### src/design/csfp_map.vh
`ifndef CSFP_MAP_VH
`define CSFP_MAP_VH

// Register byte offsets
`define CSFP_REG_STATUS 8'h00
`define CSFP_REG_MASK 8'h04
`define CSFP_REG_STATE 8'h08
`define CSFP_REG_LOSCNT 8'h0c

// Status and mask bit positions
`define CSFP_EV_LOS_SET 0
`define CSFP_EV_LOS_CLR 1
`define CSFP_EV_TXDIS 2
`define CSFP_EV_IDWR 3
`define CSFP_EV_W 4

// State register bit positions
`define CSFP_ST_LOS 0
`define CSFP_ST_TXDIS 1
`define CSFP_ST_IDBUSY 2

// Reset values
`define CSFP_STATUS_RST 4'h0
`define CSFP_MASK_RST 4'h0

// Loss of signal persistence
`define CSFP_LOS_UI 110
`define CSFP_LINE_RATE_KHZ 155520
`define CSFP_CLK_KHZ 25000
`define CSFP_LOS_CYC ((`CSFP_LOS_UI * `CSFP_CLK_KHZ + `CSFP_LINE_RATE_KHZ - 1) / `CSFP_LINE_RATE_KHZ)
`define CSFP_CNT_W 5

// Identification memory
`define CSFP_ID_DEV_ADDR 7'h50
`define CSFP_ID_AW 7
`define CSFP_ID_DEPTH 128

`endif

### src/design/csfp_id_mem.v
`timescale 1ns/10ps
`include "csfp_map.vh"
module csfp_id_mem (
    input wire clk_i,
    input wire we_i,
    input wire [`CSFP_ID_AW-1:0] addr_i,
    input wire [7:0] wdata_i,
    output reg [7:0] rdata_o
);
    reg [7:0] mem [0:`CSFP_ID_DEPTH-1];
    // Registered read keeps the timing of the serial side simple
    always @(posedge clk_i) begin
        if (we_i) begin
            mem[addr_i] <= wdata_i;
        end
        rdata_o <= mem[addr_i];
    end
endmodule

### src/design/csfp_pin_ctrl.v
`timescale 1ns/10ps
`include "csfp_map.vh"
module csfp_pin_ctrl (
    input wire clk_i,
    input wire rst_i,
    input wire tx_disable_i,
    input wire line_tx_data_p_i,
    input wire line_tx_data_n_i,
    input wire level_below_assert_i,
    input wire level_above_clear_i,
    input wire rx_recovered_i,
    input wire id_serial_clock_i,
    input wire id_serial_data_i,
    input wire wb_cyc_i,
    input wire wb_stb_i,
    input wire wb_we_i,
    input wire [7:0] wb_adr_i,
    input wire [3:0] wb_sel_i,
    input wire [31:0] wb_dat_i,
    output reg [31:0] wb_dat_o,
    output reg wb_ack_o,
    output reg irq_o,
    output reg tx_line_o,
    output reg tx_line_oe_n_o,
    output reg tx_power_down_o,
    output reg rx_data_p_o,
    output reg rx_data_n_o,
    output reg rx_signal_lost_o,
    output reg id_serial_data_o,
    output reg id_serial_data_oe_n_o,
    output reg module_present_tie_o,
    output reg tx_fault_o
);
    localparam integer LOS_CYC_FULL = `CSFP_LOS_CYC;
    localparam [`CSFP_CNT_W-1:0] LOS_CYC = LOS_CYC_FULL[`CSFP_CNT_W-1:0];

    localparam [2:0] S_IDLE = 3'h0;
    localparam [2:0] S_DEV = 3'h1;
    localparam [2:0] S_DACK = 3'h2;
    localparam [2:0] S_WORD = 3'h3;
    localparam [2:0] S_WACK = 3'h4;
    localparam [2:0] S_WDAT = 3'h5;
    localparam [2:0] S_RDAT = 3'h6;
    localparam [2:0] S_RACK = 3'h7;

    wire [6:0] pin_sync;
    wire txdis_s;
    wire txp_s;
    wire below_s;
    wire above_s;
    wire rxd_s;
    wire scl_s;
    wire sda_s;

    csfp_sync #(
        .WIDTH(7),
        .RST_VAL(7'h61)
    ) u_sync (
        .clk_i(clk_i),
        .rst_i(rst_i),
        .async_i({id_serial_data_i, id_serial_clock_i, rx_recovered_i,
            level_above_clear_i, level_below_assert_i, line_tx_data_p_i, tx_disable_i}),
        .sync_o(pin_sync)
    );
    assign txdis_s = pin_sync[0];
    assign txp_s = pin_sync[1];
    assign below_s = pin_sync[2];
    assign above_s = pin_sync[3];
    assign rxd_s = pin_sync[4];
    assign scl_s = pin_sync[5];
    assign sda_s = pin_sync[6];

    // Transmit path; the inverted input carries no extra information
    wire unused_txn;
    assign unused_txn = line_tx_data_n_i;

    reg txdis_d;
    always @(posedge clk_i) begin
        if (rst_i) begin
            tx_power_down_o <= 1'b1;
            tx_line_oe_n_o <= 1'b1;
            tx_line_o <= 1'b0;
            txdis_d <= 1'b1;
        end else begin
            txdis_d <= txdis_s;
            tx_power_down_o <= txdis_s;
            tx_line_oe_n_o <= txdis_s;
            tx_line_o <= txdis_s ? 1'b0 : txp_s;
        end
    end

    // Loss of signal detector with hysteresis
    reg [`CSFP_CNT_W-1:0] los_cnt;
    reg los;
    always @(posedge clk_i) begin
        if (rst_i) begin
            los <= 1'b1;
            los_cnt <= {`CSFP_CNT_W{1'b0}};
        end else if (!los) begin
            if (!below_s) begin
                los_cnt <= {`CSFP_CNT_W{1'b0}};
            end else if (los_cnt == LOS_CYC - 1'b1) begin
                los <= 1'b1;
                los_cnt <= {`CSFP_CNT_W{1'b0}};
            end else begin
                los_cnt <= los_cnt + 1'b1;
            end
        end else begin
            if (!above_s) begin
                los_cnt <= {`CSFP_CNT_W{1'b0}};
            end else if (los_cnt == LOS_CYC - 1'b1) begin
                los <= 1'b0;
                los_cnt <= {`CSFP_CNT_W{1'b0}};
            end else begin
                los_cnt <= los_cnt + 1'b1;
            end
        end
    end

    // Receive path and fixed pins
    reg los_d;
    always @(posedge clk_i) begin
        if (rst_i) begin
            rx_data_p_o <= 1'b0;
            rx_data_n_o <= 1'b0;
            rx_signal_lost_o <= 1'b1;
            los_d <= 1'b1;
            module_present_tie_o <= 1'b0;
            tx_fault_o <= 1'b0;
        end else begin
            los_d <= los;
            rx_signal_lost_o <= los;
            // Both legs flat while squelched, so no false edges reach the host
            rx_data_p_o <= los ? 1'b0 : rxd_s;
            rx_data_n_o <= los ? 1'b0 : ~rxd_s;
            module_present_tie_o <= 1'b0;
            tx_fault_o <= 1'b0;
            // Rate select has no port at all, so no level on it reaches logic
        end
    end

    // Two-wire identification slave
    reg scl_d;
    reg sda_d;
    wire scl_rise;
    wire scl_fall;
    wire bus_start;
    wire bus_stop;
    assign scl_rise = scl_s & ~scl_d;
    assign scl_fall = ~scl_s & scl_d;
    assign bus_start = scl_s & scl_d & sda_d & ~sda_s;
    assign bus_stop = scl_s & scl_d & ~sda_d & sda_s;

    reg [2:0] state;
    reg [3:0] bit_cnt;
    reg [7:0] rx_shift;
    reg [7:0] tx_shift;
    reg rd_mode;
    reg host_nack;
    reg [`CSFP_ID_AW-1:0] word_addr;
    reg mem_we;
    reg word_addr_step;
    reg [7:0] mem_wdata;
    wire [7:0] mem_rdata;

    csfp_id_mem u_mem (
        .clk_i(clk_i),
        .we_i(mem_we),
        .addr_i(word_addr),
        .wdata_i(mem_wdata),
        .rdata_o(mem_rdata)
    );

    always @(posedge clk_i) begin
        if (rst_i) begin
            scl_d <= 1'b1;
            sda_d <= 1'b1;
            state <= S_IDLE;
            bit_cnt <= 4'h0;
            rx_shift <= 8'h00;
            tx_shift <= 8'h00;
            rd_mode <= 1'b0;
            host_nack <= 1'b0;
            word_addr <= {`CSFP_ID_AW{1'b0}};
            mem_we <= 1'b0;
            mem_wdata <= 8'h00;
            id_serial_data_o <= 1'b0;
            id_serial_data_oe_n_o <= 1'b1;
        end else begin
            scl_d <= scl_s;
            sda_d <= sda_s;
            mem_we <= 1'b0;
            id_serial_data_o <= 1'b0;
            if (bus_start) begin
                state <= S_DEV;
                bit_cnt <= 4'h0;
                id_serial_data_oe_n_o <= 1'b1;
            end else if (bus_stop) begin
                state <= S_IDLE;
                id_serial_data_oe_n_o <= 1'b1;
            end else if (scl_rise) begin
                // Data is taken only on the rising clock edge
                if (state == S_RACK) begin
                    host_nack <= sda_s;
                end else if (state != S_IDLE) begin
                    rx_shift <= {rx_shift[6:0], sda_s};
                    bit_cnt <= bit_cnt + 4'h1;
                end
            end else if (scl_fall) begin
                // Data driven only after the falling edge
                case (state)
                    S_DEV: begin
                        if (bit_cnt == 4'h8) begin
                            if (rx_shift[7:1] == `CSFP_ID_DEV_ADDR) begin
                                rd_mode <= rx_shift[0];
                                id_serial_data_oe_n_o <= 1'b0;
                                state <= S_DACK;
                            end else begin
                                state <= S_IDLE;
                            end
                        end
                    end
                    S_DACK: begin
                        bit_cnt <= 4'h0;
                        if (rd_mode) begin
                            tx_shift <= mem_rdata;
                            id_serial_data_oe_n_o <= mem_rdata[7];
                            state <= S_RDAT;
                        end else begin
                            id_serial_data_oe_n_o <= 1'b1;
                            state <= S_WORD;
                        end
                    end
                    S_WORD: begin
                        if (bit_cnt == 4'h8) begin
                            word_addr <= rx_shift[`CSFP_ID_AW-1:0];
                            id_serial_data_oe_n_o <= 1'b0;
                            state <= S_WACK;
                        end
                    end
                    S_WDAT: begin
                        if (bit_cnt == 4'h8) begin
                            mem_we <= 1'b1;
                            mem_wdata <= rx_shift;
                            id_serial_data_oe_n_o <= 1'b0;
                            state <= S_WACK;
                        end
                    end
                    S_WACK: begin
                        // Address advances after a stored byte, not after the word address
                        if (word_addr_step) begin
                            word_addr <= word_addr + 1'b1;
                        end
                        bit_cnt <= 4'h0;
                        id_serial_data_oe_n_o <= 1'b1;
                        state <= S_WDAT;
                    end
                    S_RDAT: begin
                        if (bit_cnt == 4'h8) begin
                            id_serial_data_oe_n_o <= 1'b1;
                            word_addr <= word_addr + 1'b1;
                            state <= S_RACK;
                        end else begin
                            tx_shift <= {tx_shift[6:0], 1'b0};
                            id_serial_data_oe_n_o <= tx_shift[6];
                        end
                    end
                    S_RACK: begin
                        bit_cnt <= 4'h0;
                        if (host_nack) begin
                            state <= S_IDLE;
                        end else begin
                            tx_shift <= mem_rdata;
                            id_serial_data_oe_n_o <= mem_rdata[7];
                            state <= S_RDAT;
                        end
                    end
                    default: begin
                        id_serial_data_oe_n_o <= 1'b1;
                    end
                endcase
            end
        end
    end

    // Marks that the last acknowledge followed a stored data byte
    always @(posedge clk_i) begin
        if (rst_i) begin
            word_addr_step <= 1'b0;
        end else if (mem_we) begin
            word_addr_step <= 1'b1;
        end else if (scl_fall && state == S_WACK) begin
            word_addr_step <= 1'b0;
        end
    end

    // Events, interrupt and Wishbone slave
    wire [`CSFP_EV_W-1:0] ev_set;
    assign ev_set = {mem_we, txdis_s ^ txdis_d, los_d & ~los, los & ~los_d};

    reg [`CSFP_EV_W-1:0] status;
    reg [`CSFP_EV_W-1:0] mask;
    reg [`CSFP_EV_W-1:0] next_status;
    wire wb_req;
    wire wb_wr;
    assign wb_req = wb_cyc_i & wb_stb_i & ~wb_ack_o;
    assign wb_wr = wb_req & wb_we_i & wb_sel_i[0];

    always @* begin
        next_status = status;
        if (wb_wr && wb_adr_i == `CSFP_REG_STATUS) begin
            next_status = status & ~wb_dat_i[`CSFP_EV_W-1:0];
        end
        // An event in the clearing cycle survives
        next_status = next_status | ev_set;
    end

    always @(posedge clk_i) begin
        if (rst_i) begin
            status <= `CSFP_STATUS_RST;
            mask <= `CSFP_MASK_RST;
            irq_o <= 1'b0;
            wb_ack_o <= 1'b0;
            wb_dat_o <= 32'h0000_0000;
        end else begin
            status <= next_status;
            irq_o <= |(next_status & mask);
            wb_ack_o <= wb_req;
            if (wb_wr && wb_adr_i == `CSFP_REG_MASK) begin
                mask <= wb_dat_i[`CSFP_EV_W-1:0];
            end
            wb_dat_o <= 32'h0000_0000;
            if (wb_req && !wb_we_i) begin
                case (wb_adr_i)
                    `CSFP_REG_STATUS: wb_dat_o <= {28'h0000000, status};
                    `CSFP_REG_MASK: wb_dat_o <= {28'h0000000, mask};
                    `CSFP_REG_STATE: wb_dat_o <= {29'h00000000, state != S_IDLE,
                        txdis_s, los};
                    `CSFP_REG_LOSCNT: wb_dat_o <= {27'h0000000, los_cnt};
                    default: wb_dat_o <= 32'h0000_0000;
                endcase
            end
        end
    end
endmodule

### src/design/csfp_sync.v
`timescale 1ns/10ps
module csfp_sync #(
    parameter WIDTH = 1,
    // Idle level of each pin, so no false edge follows reset
    parameter [WIDTH-1:0] RST_VAL = {WIDTH{1'b0}}
) (
    input wire clk_i,
    input wire rst_i,
    input wire [WIDTH-1:0] async_i,
    output wire [WIDTH-1:0] sync_o
);
    reg [WIDTH-1:0] stage1;
    reg [WIDTH-1:0] stage2;
    genvar g;
    generate
        for (g = 0; g < WIDTH; g = g + 1) begin : bit_sync
            // First stage feeds only the second
            always @(posedge clk_i) begin
                if (rst_i) begin
                    stage1[g] <= RST_VAL[g];
                    stage2[g] <= RST_VAL[g];
                end else begin
                    stage1[g] <= async_i[g];
                    stage2[g] <= stage1[g];
                end
            end
        end
    endgenerate
    assign sync_o = stage2;
endmodule

### config.mk
export PLATFORM = sky130hd
export DESIGN_NAME = csfp_pin_ctrl
export DESIGN_NICKNAME = d
export VERILOG_FILES = /design/src/design/csfp_id_mem.v /design/src/design/csfp_pin_ctrl.v /design/src/design/csfp_sync.v
export VERILOG_INCLUDE_DIRS = /design/src /design/src/design
export SDC_FILE = /design/constraint.sdc
export NUM_CORES = 1
export LEC_CHECK = 0
export ABC_AREA = 1
export BUFFER_PORTS_ARGS = -buffer_cell sky130_fd_sc_hd__buf_2
export CORE_UTILIZATION = 55
export DETAILED_ROUTE_END_ITERATION = 10
export GPL_TIMING_DRIVEN = 0
export PLACE_DENSITY = 0.71
export SYNTH_ARGS = -nofsm -noshare
export SYNTH_HDL_FRONTEND = slang
export SYNTH_SLANG_ARGS = --single-unit
### constraint.sdc
create_clock -name clk_i -period 2.9 [get_ports clk_i]
set_input_delay 0.29 -clock clk_i [delete_from_list [all_inputs] [get_ports clk_i]]
set_output_delay 0.29 -clock clk_i [all_outputs]
set_load 0.05 [all_outputs]
* Word level (Yosys, flattened, before mapping)
Memory sizes are Yosys's and may differ from the RTL's. A register that Yosys moved wholly into a read port is not among the register bits. Cells that the tools add are included.
Operators by class: reductions and logical operators 34, bitwise gates (word level) 33, add/sub/neg operators 3, equal/unequal tests 28, muxes and demuxes 47
Operators by type and width (count):
- 2-to-1 mux 7 bit | 6
- one-hot mux 7 bit (3 select lines) | 2
- 2-to-1 mux 4 bit | 6
- AND reduction 6 bit | 4
- 2-to-1 mux 1 bit | 20
- 2-to-1 mux 5 bit | 4
- one-hot mux 5 bit (4 select lines) | 1
- != test 2 bit (second input constant) | 9
- one-hot mux 3 bit (6 select lines) | 1
- equality test 8 x 4 -> 1 bit (second input constant) | 2
- AND reduction 8 bit | 2
- 2-to-1 mux 3 bit | 5
- inverter 1 bit | 15
- bitwise AND 1 bit | 13
- equality test 3 bit (second input constant) | 4
- nonzero test 3 bit | 4
- AND reduction 5 bit | 2
- OR reduction 2 bit | 5
- bitwise AND 4 bit | 2
- equality test 8 x 3 -> 1 bit (second input constant) | 1
- logical NOT 8 bit | 1
- != test 4 bit (second input constant) | 2
- nonzero test 8 bit | 1
- adder 7 x 1 -> 7 bit (second input constant) | 1
- 24 further kinds | 32
Storage, ports and cells: logic and storage cells 186, RAM bits 1024, bits in registers 111, output and inout bits 44, memories 1
Memory list:
- u_mem.mem | depth 128, width 8, read ports 1, clocked after memory_dff 1, write ports 1, line csfp_id_mem.v:10 | reg [7:0] mem [0:`CSFP_ID_DEPTH-1];

* Longest topological paths before layout
depth in word-level cells 9, mapped depth 16

* By module
From an unflattened synthesis, not the netlist that was laid out.
Unflattened totals: cell total of the unflattened synthesis 4944, area total of the unflattened synthesis 47926.0 µm²
Modules (own cells, without submodules):
- csfp_id_mem | times used 1, cells an instance 4402, area each 43958.4 µm²
- csfp_pin_ctrl | times used 1, cells an instance 498, area each 3557.2 µm²
- csfp_sync | times used 1, cells an instance 44, area each 410.4 µm²

* Worst setup path before layout
OpenSTA, ideal clock, no wires.
path type reg2reg, start register mem_wdata[0], end memory u_mem.mem[0][0], data pin, path slack 532 ps, data required time 2371 ps, arrival 1839 ps, library setup time 529 ps, buffers on the path 0, cell stages (with the launch flop) 1, cell sequence dfxtp_1
RTL lines:
- from (decl) | line csfp_pin_ctrl.v:163 | reg [7:0] mem_wdata;
- from (signal assigned) | line csfp_pin_ctrl.v:244 | mem_wdata <= rx_shift;
- to (decl) | line csfp_id_mem.v:10
No word-level cell before the write port.

* Worst setup path after layout
start register word_addr[3], end memory u_mem.mem[103][3] (enable)
RTL lines:
- from (decl) | line csfp_pin_ctrl.v:160 | reg [`CSFP_ID_AW-1:0] word_addr;
- from (signal assigned) | line csfp_pin_ctrl.v:184 | word_addr <= {`CSFP_ID_AW{1'b0}};
- from (signal assigned) | line csfp_pin_ctrl.v:236 | word_addr <= rx_shift[`CSFP_ID_AW-1:0];
- from (signal assigned) | line csfp_pin_ctrl.v:252 | word_addr <= word_addr + 1'b1;
No word-level cell before the write port.

==> out/results.tsv <==
stage	metric	value	unit
detailed_routing	met1_length	54600	um
status	outcome	complete, but fails checks	
synth	ys_ff_latch	1116	
detailed_routing	drc	0	
layout	drive_gt1_share	11.0	%
detailed_routing	dr.max_layer_used	met5	
clocking	cts_tree	done	
sta	slew_viol_final	0	
sta	fin_ws	-169	ps
synth	synth_edf_count	1024	
detailed_routing	wl_met3	13400	um
detailed_routing	num_vias	34266	
sta	fin_crit_sh	106	%
worst_setup_path	startpoint	word_addr[3]$_SDFFE_PP0P_	
layout	area_delta_synth_final	14.0	%
synth	syn_avg_cell_area	9.73	sq um
worst_setup_path	critPathLaunchType	flip-flop	
power_and_ir_drop	ir_drop	0.000609	V
worst_setup_path	rr_endpoint	u_mem.mem[103][3]$_DFFE_PP_	
power_and_ir_drop	leakagePower	24.7	nW
layout	n_fill_cell	6695	
clocking	cts_root_buffer	clkbuf_16	
detailed_routing	first_iter_violations	4301	
detailed_routing	firstDrtPassIters	6	
worst_hold_path	min_path_type	input port to flip-flop	
worst_hold_path	min_to	wb_dat_o[3]$_SDFF_PP0_	
synth	synth.top_cell.area_share	64.4	%
sta	slew_headroom	31.5	%
place	gp_congestion	1.01	
global_route	grt_usage	30.9	%
die	dieWidth	297	um
global_route	grt_antenna_before_repair	7	
status	violations	setup timing	
synth	synth_top_flop_cell	edfxtp_1	
synth	postSynth.asyncResetShare	0	%
clocking	cts_buffer_depth	3	
synth	synth_cells	4907	
place	dp_hpwl	90600	um
clocking	clk_latency	690	ps
global_route	grt_overflow_total	0	
sta	clock_skew	29.4	ps
detailed_routing	vias_per_cell	5.39	
synth	syn-cell-area	0.0478	sq mm
clocking	cts_made_buffers	112	
worst_setup_path	rr_worst_depth	4	
clocking	htreeDepth	3	
synth	yosys-top-cells-area	edfxtp_1, nand2_1, dfxtp_1, nor2_1, buf_2	
worst_setup_path	cp.arrival	3390	ps
layout	design.final.nets	5179	
synth	synth_top_area_cell	edfxtp_1	
layout	instances_no_fill	6358	
worst_setup_path	cp.required	3220	ps
die	start_util	55.8	%
place	dp_cells	6125	
synth	ys_warn_count	0	
detailed_routing	wl_met2	62500	um
worst_hold_path	hold_depth	6	
synth	yosysSeqAreaShare	68.2	%
detailed_routing	routed_wl	136000	um
sta	hold_violations	0	
worst_setup_path	ff2ff_setup_slack	-170	ps
sta	worst_slew_pin_slew	1020	ps
worst_hold_path	hold_path.startpoint	wb_adr_i[1]	
synth	synth_cell_types	39	
die	io_pins	101	
clocking	path_clk_slew	60	ps
global_route	grt_max_degree	84	
detailed_routing	antenna_left	0	
global_route	grt_pass1_vias	31292	
die	core_region_area	0.0855	sq mm
worst_setup_path	r2r_start	word_addr[3]$_SDFFE_PP0P_	
flow_run	drv_cap	0	
worst_setup_path	critPathMaxFanout	10	
worst_setup_path	endpoint_kind	flip-flop	
die	row_count	107	
sta	setup_violations	188	
die	die-area	0.0880	sq mm
sta	fmax	326	MHz
place	port_buffers	37	
sta	rsz0062_at_grt	yes	
detailed_routing	post_drt_wl_per_cell	21.4	um
layout	final_common_cell	nand2_1	
clocking	cts.sinks	1116	
global_route	grt_pass1_wl	196000	um
worst_setup_path	worst-setup-path-type	flip-flop to flip-flop	
layout	fin_util	63.6	%
power_and_ir_drop	power_density	590	mW/mm^2
die	die_h	297	um
layout	layout_common_cells	nand2_1, edfxtp_1, nor2_1	
sta	fin_crit	3070	ps
Yosys cell counts (2+ instances only):
cell and n:
xnor2_1 2, nand4_1 9, o22ai_1 3, inv_4 2, ha_1 5, xor2_1 4
nand3b_1 4, a21oi_1 51, or2_1 2, buf_4 71, nor2_1 301, o21ai_1 2
inv_1 135, o21ai_0 62, nor2_2 3, buf_6 7, buf_2 109, dfxtp_1 92
nand2_1 2846, nor3_1 5, nor2_4 2, a31oi_1 8, nand3_1 50, or2_2 17
buf_1 13, inv_2 4, nor3_4 2, edfxtp_1 1024, o211ai_1 3, clkbuf_1 60
worst max-delay path by stage:
| stage | to | slack, ps | depth (start not counted) |
|---|---|---|---|
| after global routing | u_mem.mem[99][4]$_DFFE_PP_ | -150 | 4 |
| after global placement | u_mem.mem[62][2]$_DFFE_PP_ | -2410 | 0 |
| after floorplan | u_mem.mem[0][0]$_DFFE_PP_ | 530 | 0 |
| final | u_mem.mem[103][3]$_DFFE_PP_ | -170 | 4 |
| after CTS | u_mem.mem[19][7]$_DFFE_PP_ | -330 | 9 |
| after detailed placement | u_mem.mem[111][3]$_DFFE_PP_ | -910 | 8 |
metrics by stage:
stage	hold slack, ps	TNS (ps)	setup WS (ps)	total power, W	instance area [sq um]
detailed placement	392	-343850	-906	0.0179	49700
finish	38.6	-11460	-169	0.0321	54400
CTS	3.37	-23880	-332	0.0321	54000
global route	57.5	-9680	-149	0.0328	54400
floorplan	388	0	532	0.0179	47900
global placement	392	-2393810	-2410	0.0179	49500
power breakdown:
group / leakage [nW] / switching, W / internal, W
combinational: 10.2 / 0.000206 / 0.0000872
clock: 1.82 / 0.00606 / 0.00847
sequential: 12.6 / 0.00000831 / 0.0173
total: 24.7 / 0.00627 / 0.0259
registers in the layout, summed over array words and instances (netlist names), 3 cells and up:
name / cells
word_addr: 7
wb_dat_o: 5
u_mem.rdata_o: 8
u_sync.sync_o: 7
bit_cnt: 4
tx_shift: 7
mem_wdata: 8
u_mem.mem: 1024
rx_shift: 8
state: 3
los_cnt: 5
status: 4
u_sync.stage1: 7
mask: 4
layer usage:
metal / GRT usage, % / up-vias
li1: - / 16184
met1: 42.9 / 16079
met2: 48.8 / 1705
met3: 5.93 / 292
met4: 10.9 / 6
met5: 0 / -
timing repair:
action / 4_1_cts / 5_1_grt
buffers inserted: 3 / 3
pin swaps: 4 / 3
hold endpoints to repair: 17 / 0
gates resized for setup: 129 / 100
hold buffers: 16 / 0
endpoints found under the setup margin: 1022 / 736
logic make-up after synthesis:
logic type | Yosys count | synth area share, %
xor gates and xnor gates | 6 | 0.110
adders and majority gates | 5 | 0.131
AOI/OAI and AO/OA | 131 | 1.43
other | 1 | 0.00785
and+or+nand+nor | 3245 | 25.9
DFF | 1116 | 68.2
buffers and inverters | 403 | 4.13
worst max-delay path: stages, from the launching register on:
cell      delay [ps]
dfxtp_1          350
nor2_2           520
clkbuf_1         610
nand3_1          550
nor2_2           680
layout make-up:
cell class	instances	area, sq um	area share [%]
diodes	1	2.50	0.00460
plain buffers	261	1470	2.70
clock buffers	151	3150	5.78
clock inverters	59	549	1.01
inverters	142	538	0.988
multi-input cells	3417	14000	25.8
flip-flops and latches	1116	32600	59.9
well taps	1144	1430	2.63
repair buffers	67	661	1.21
No activity file was read; power rests on OpenSTA's default activity.
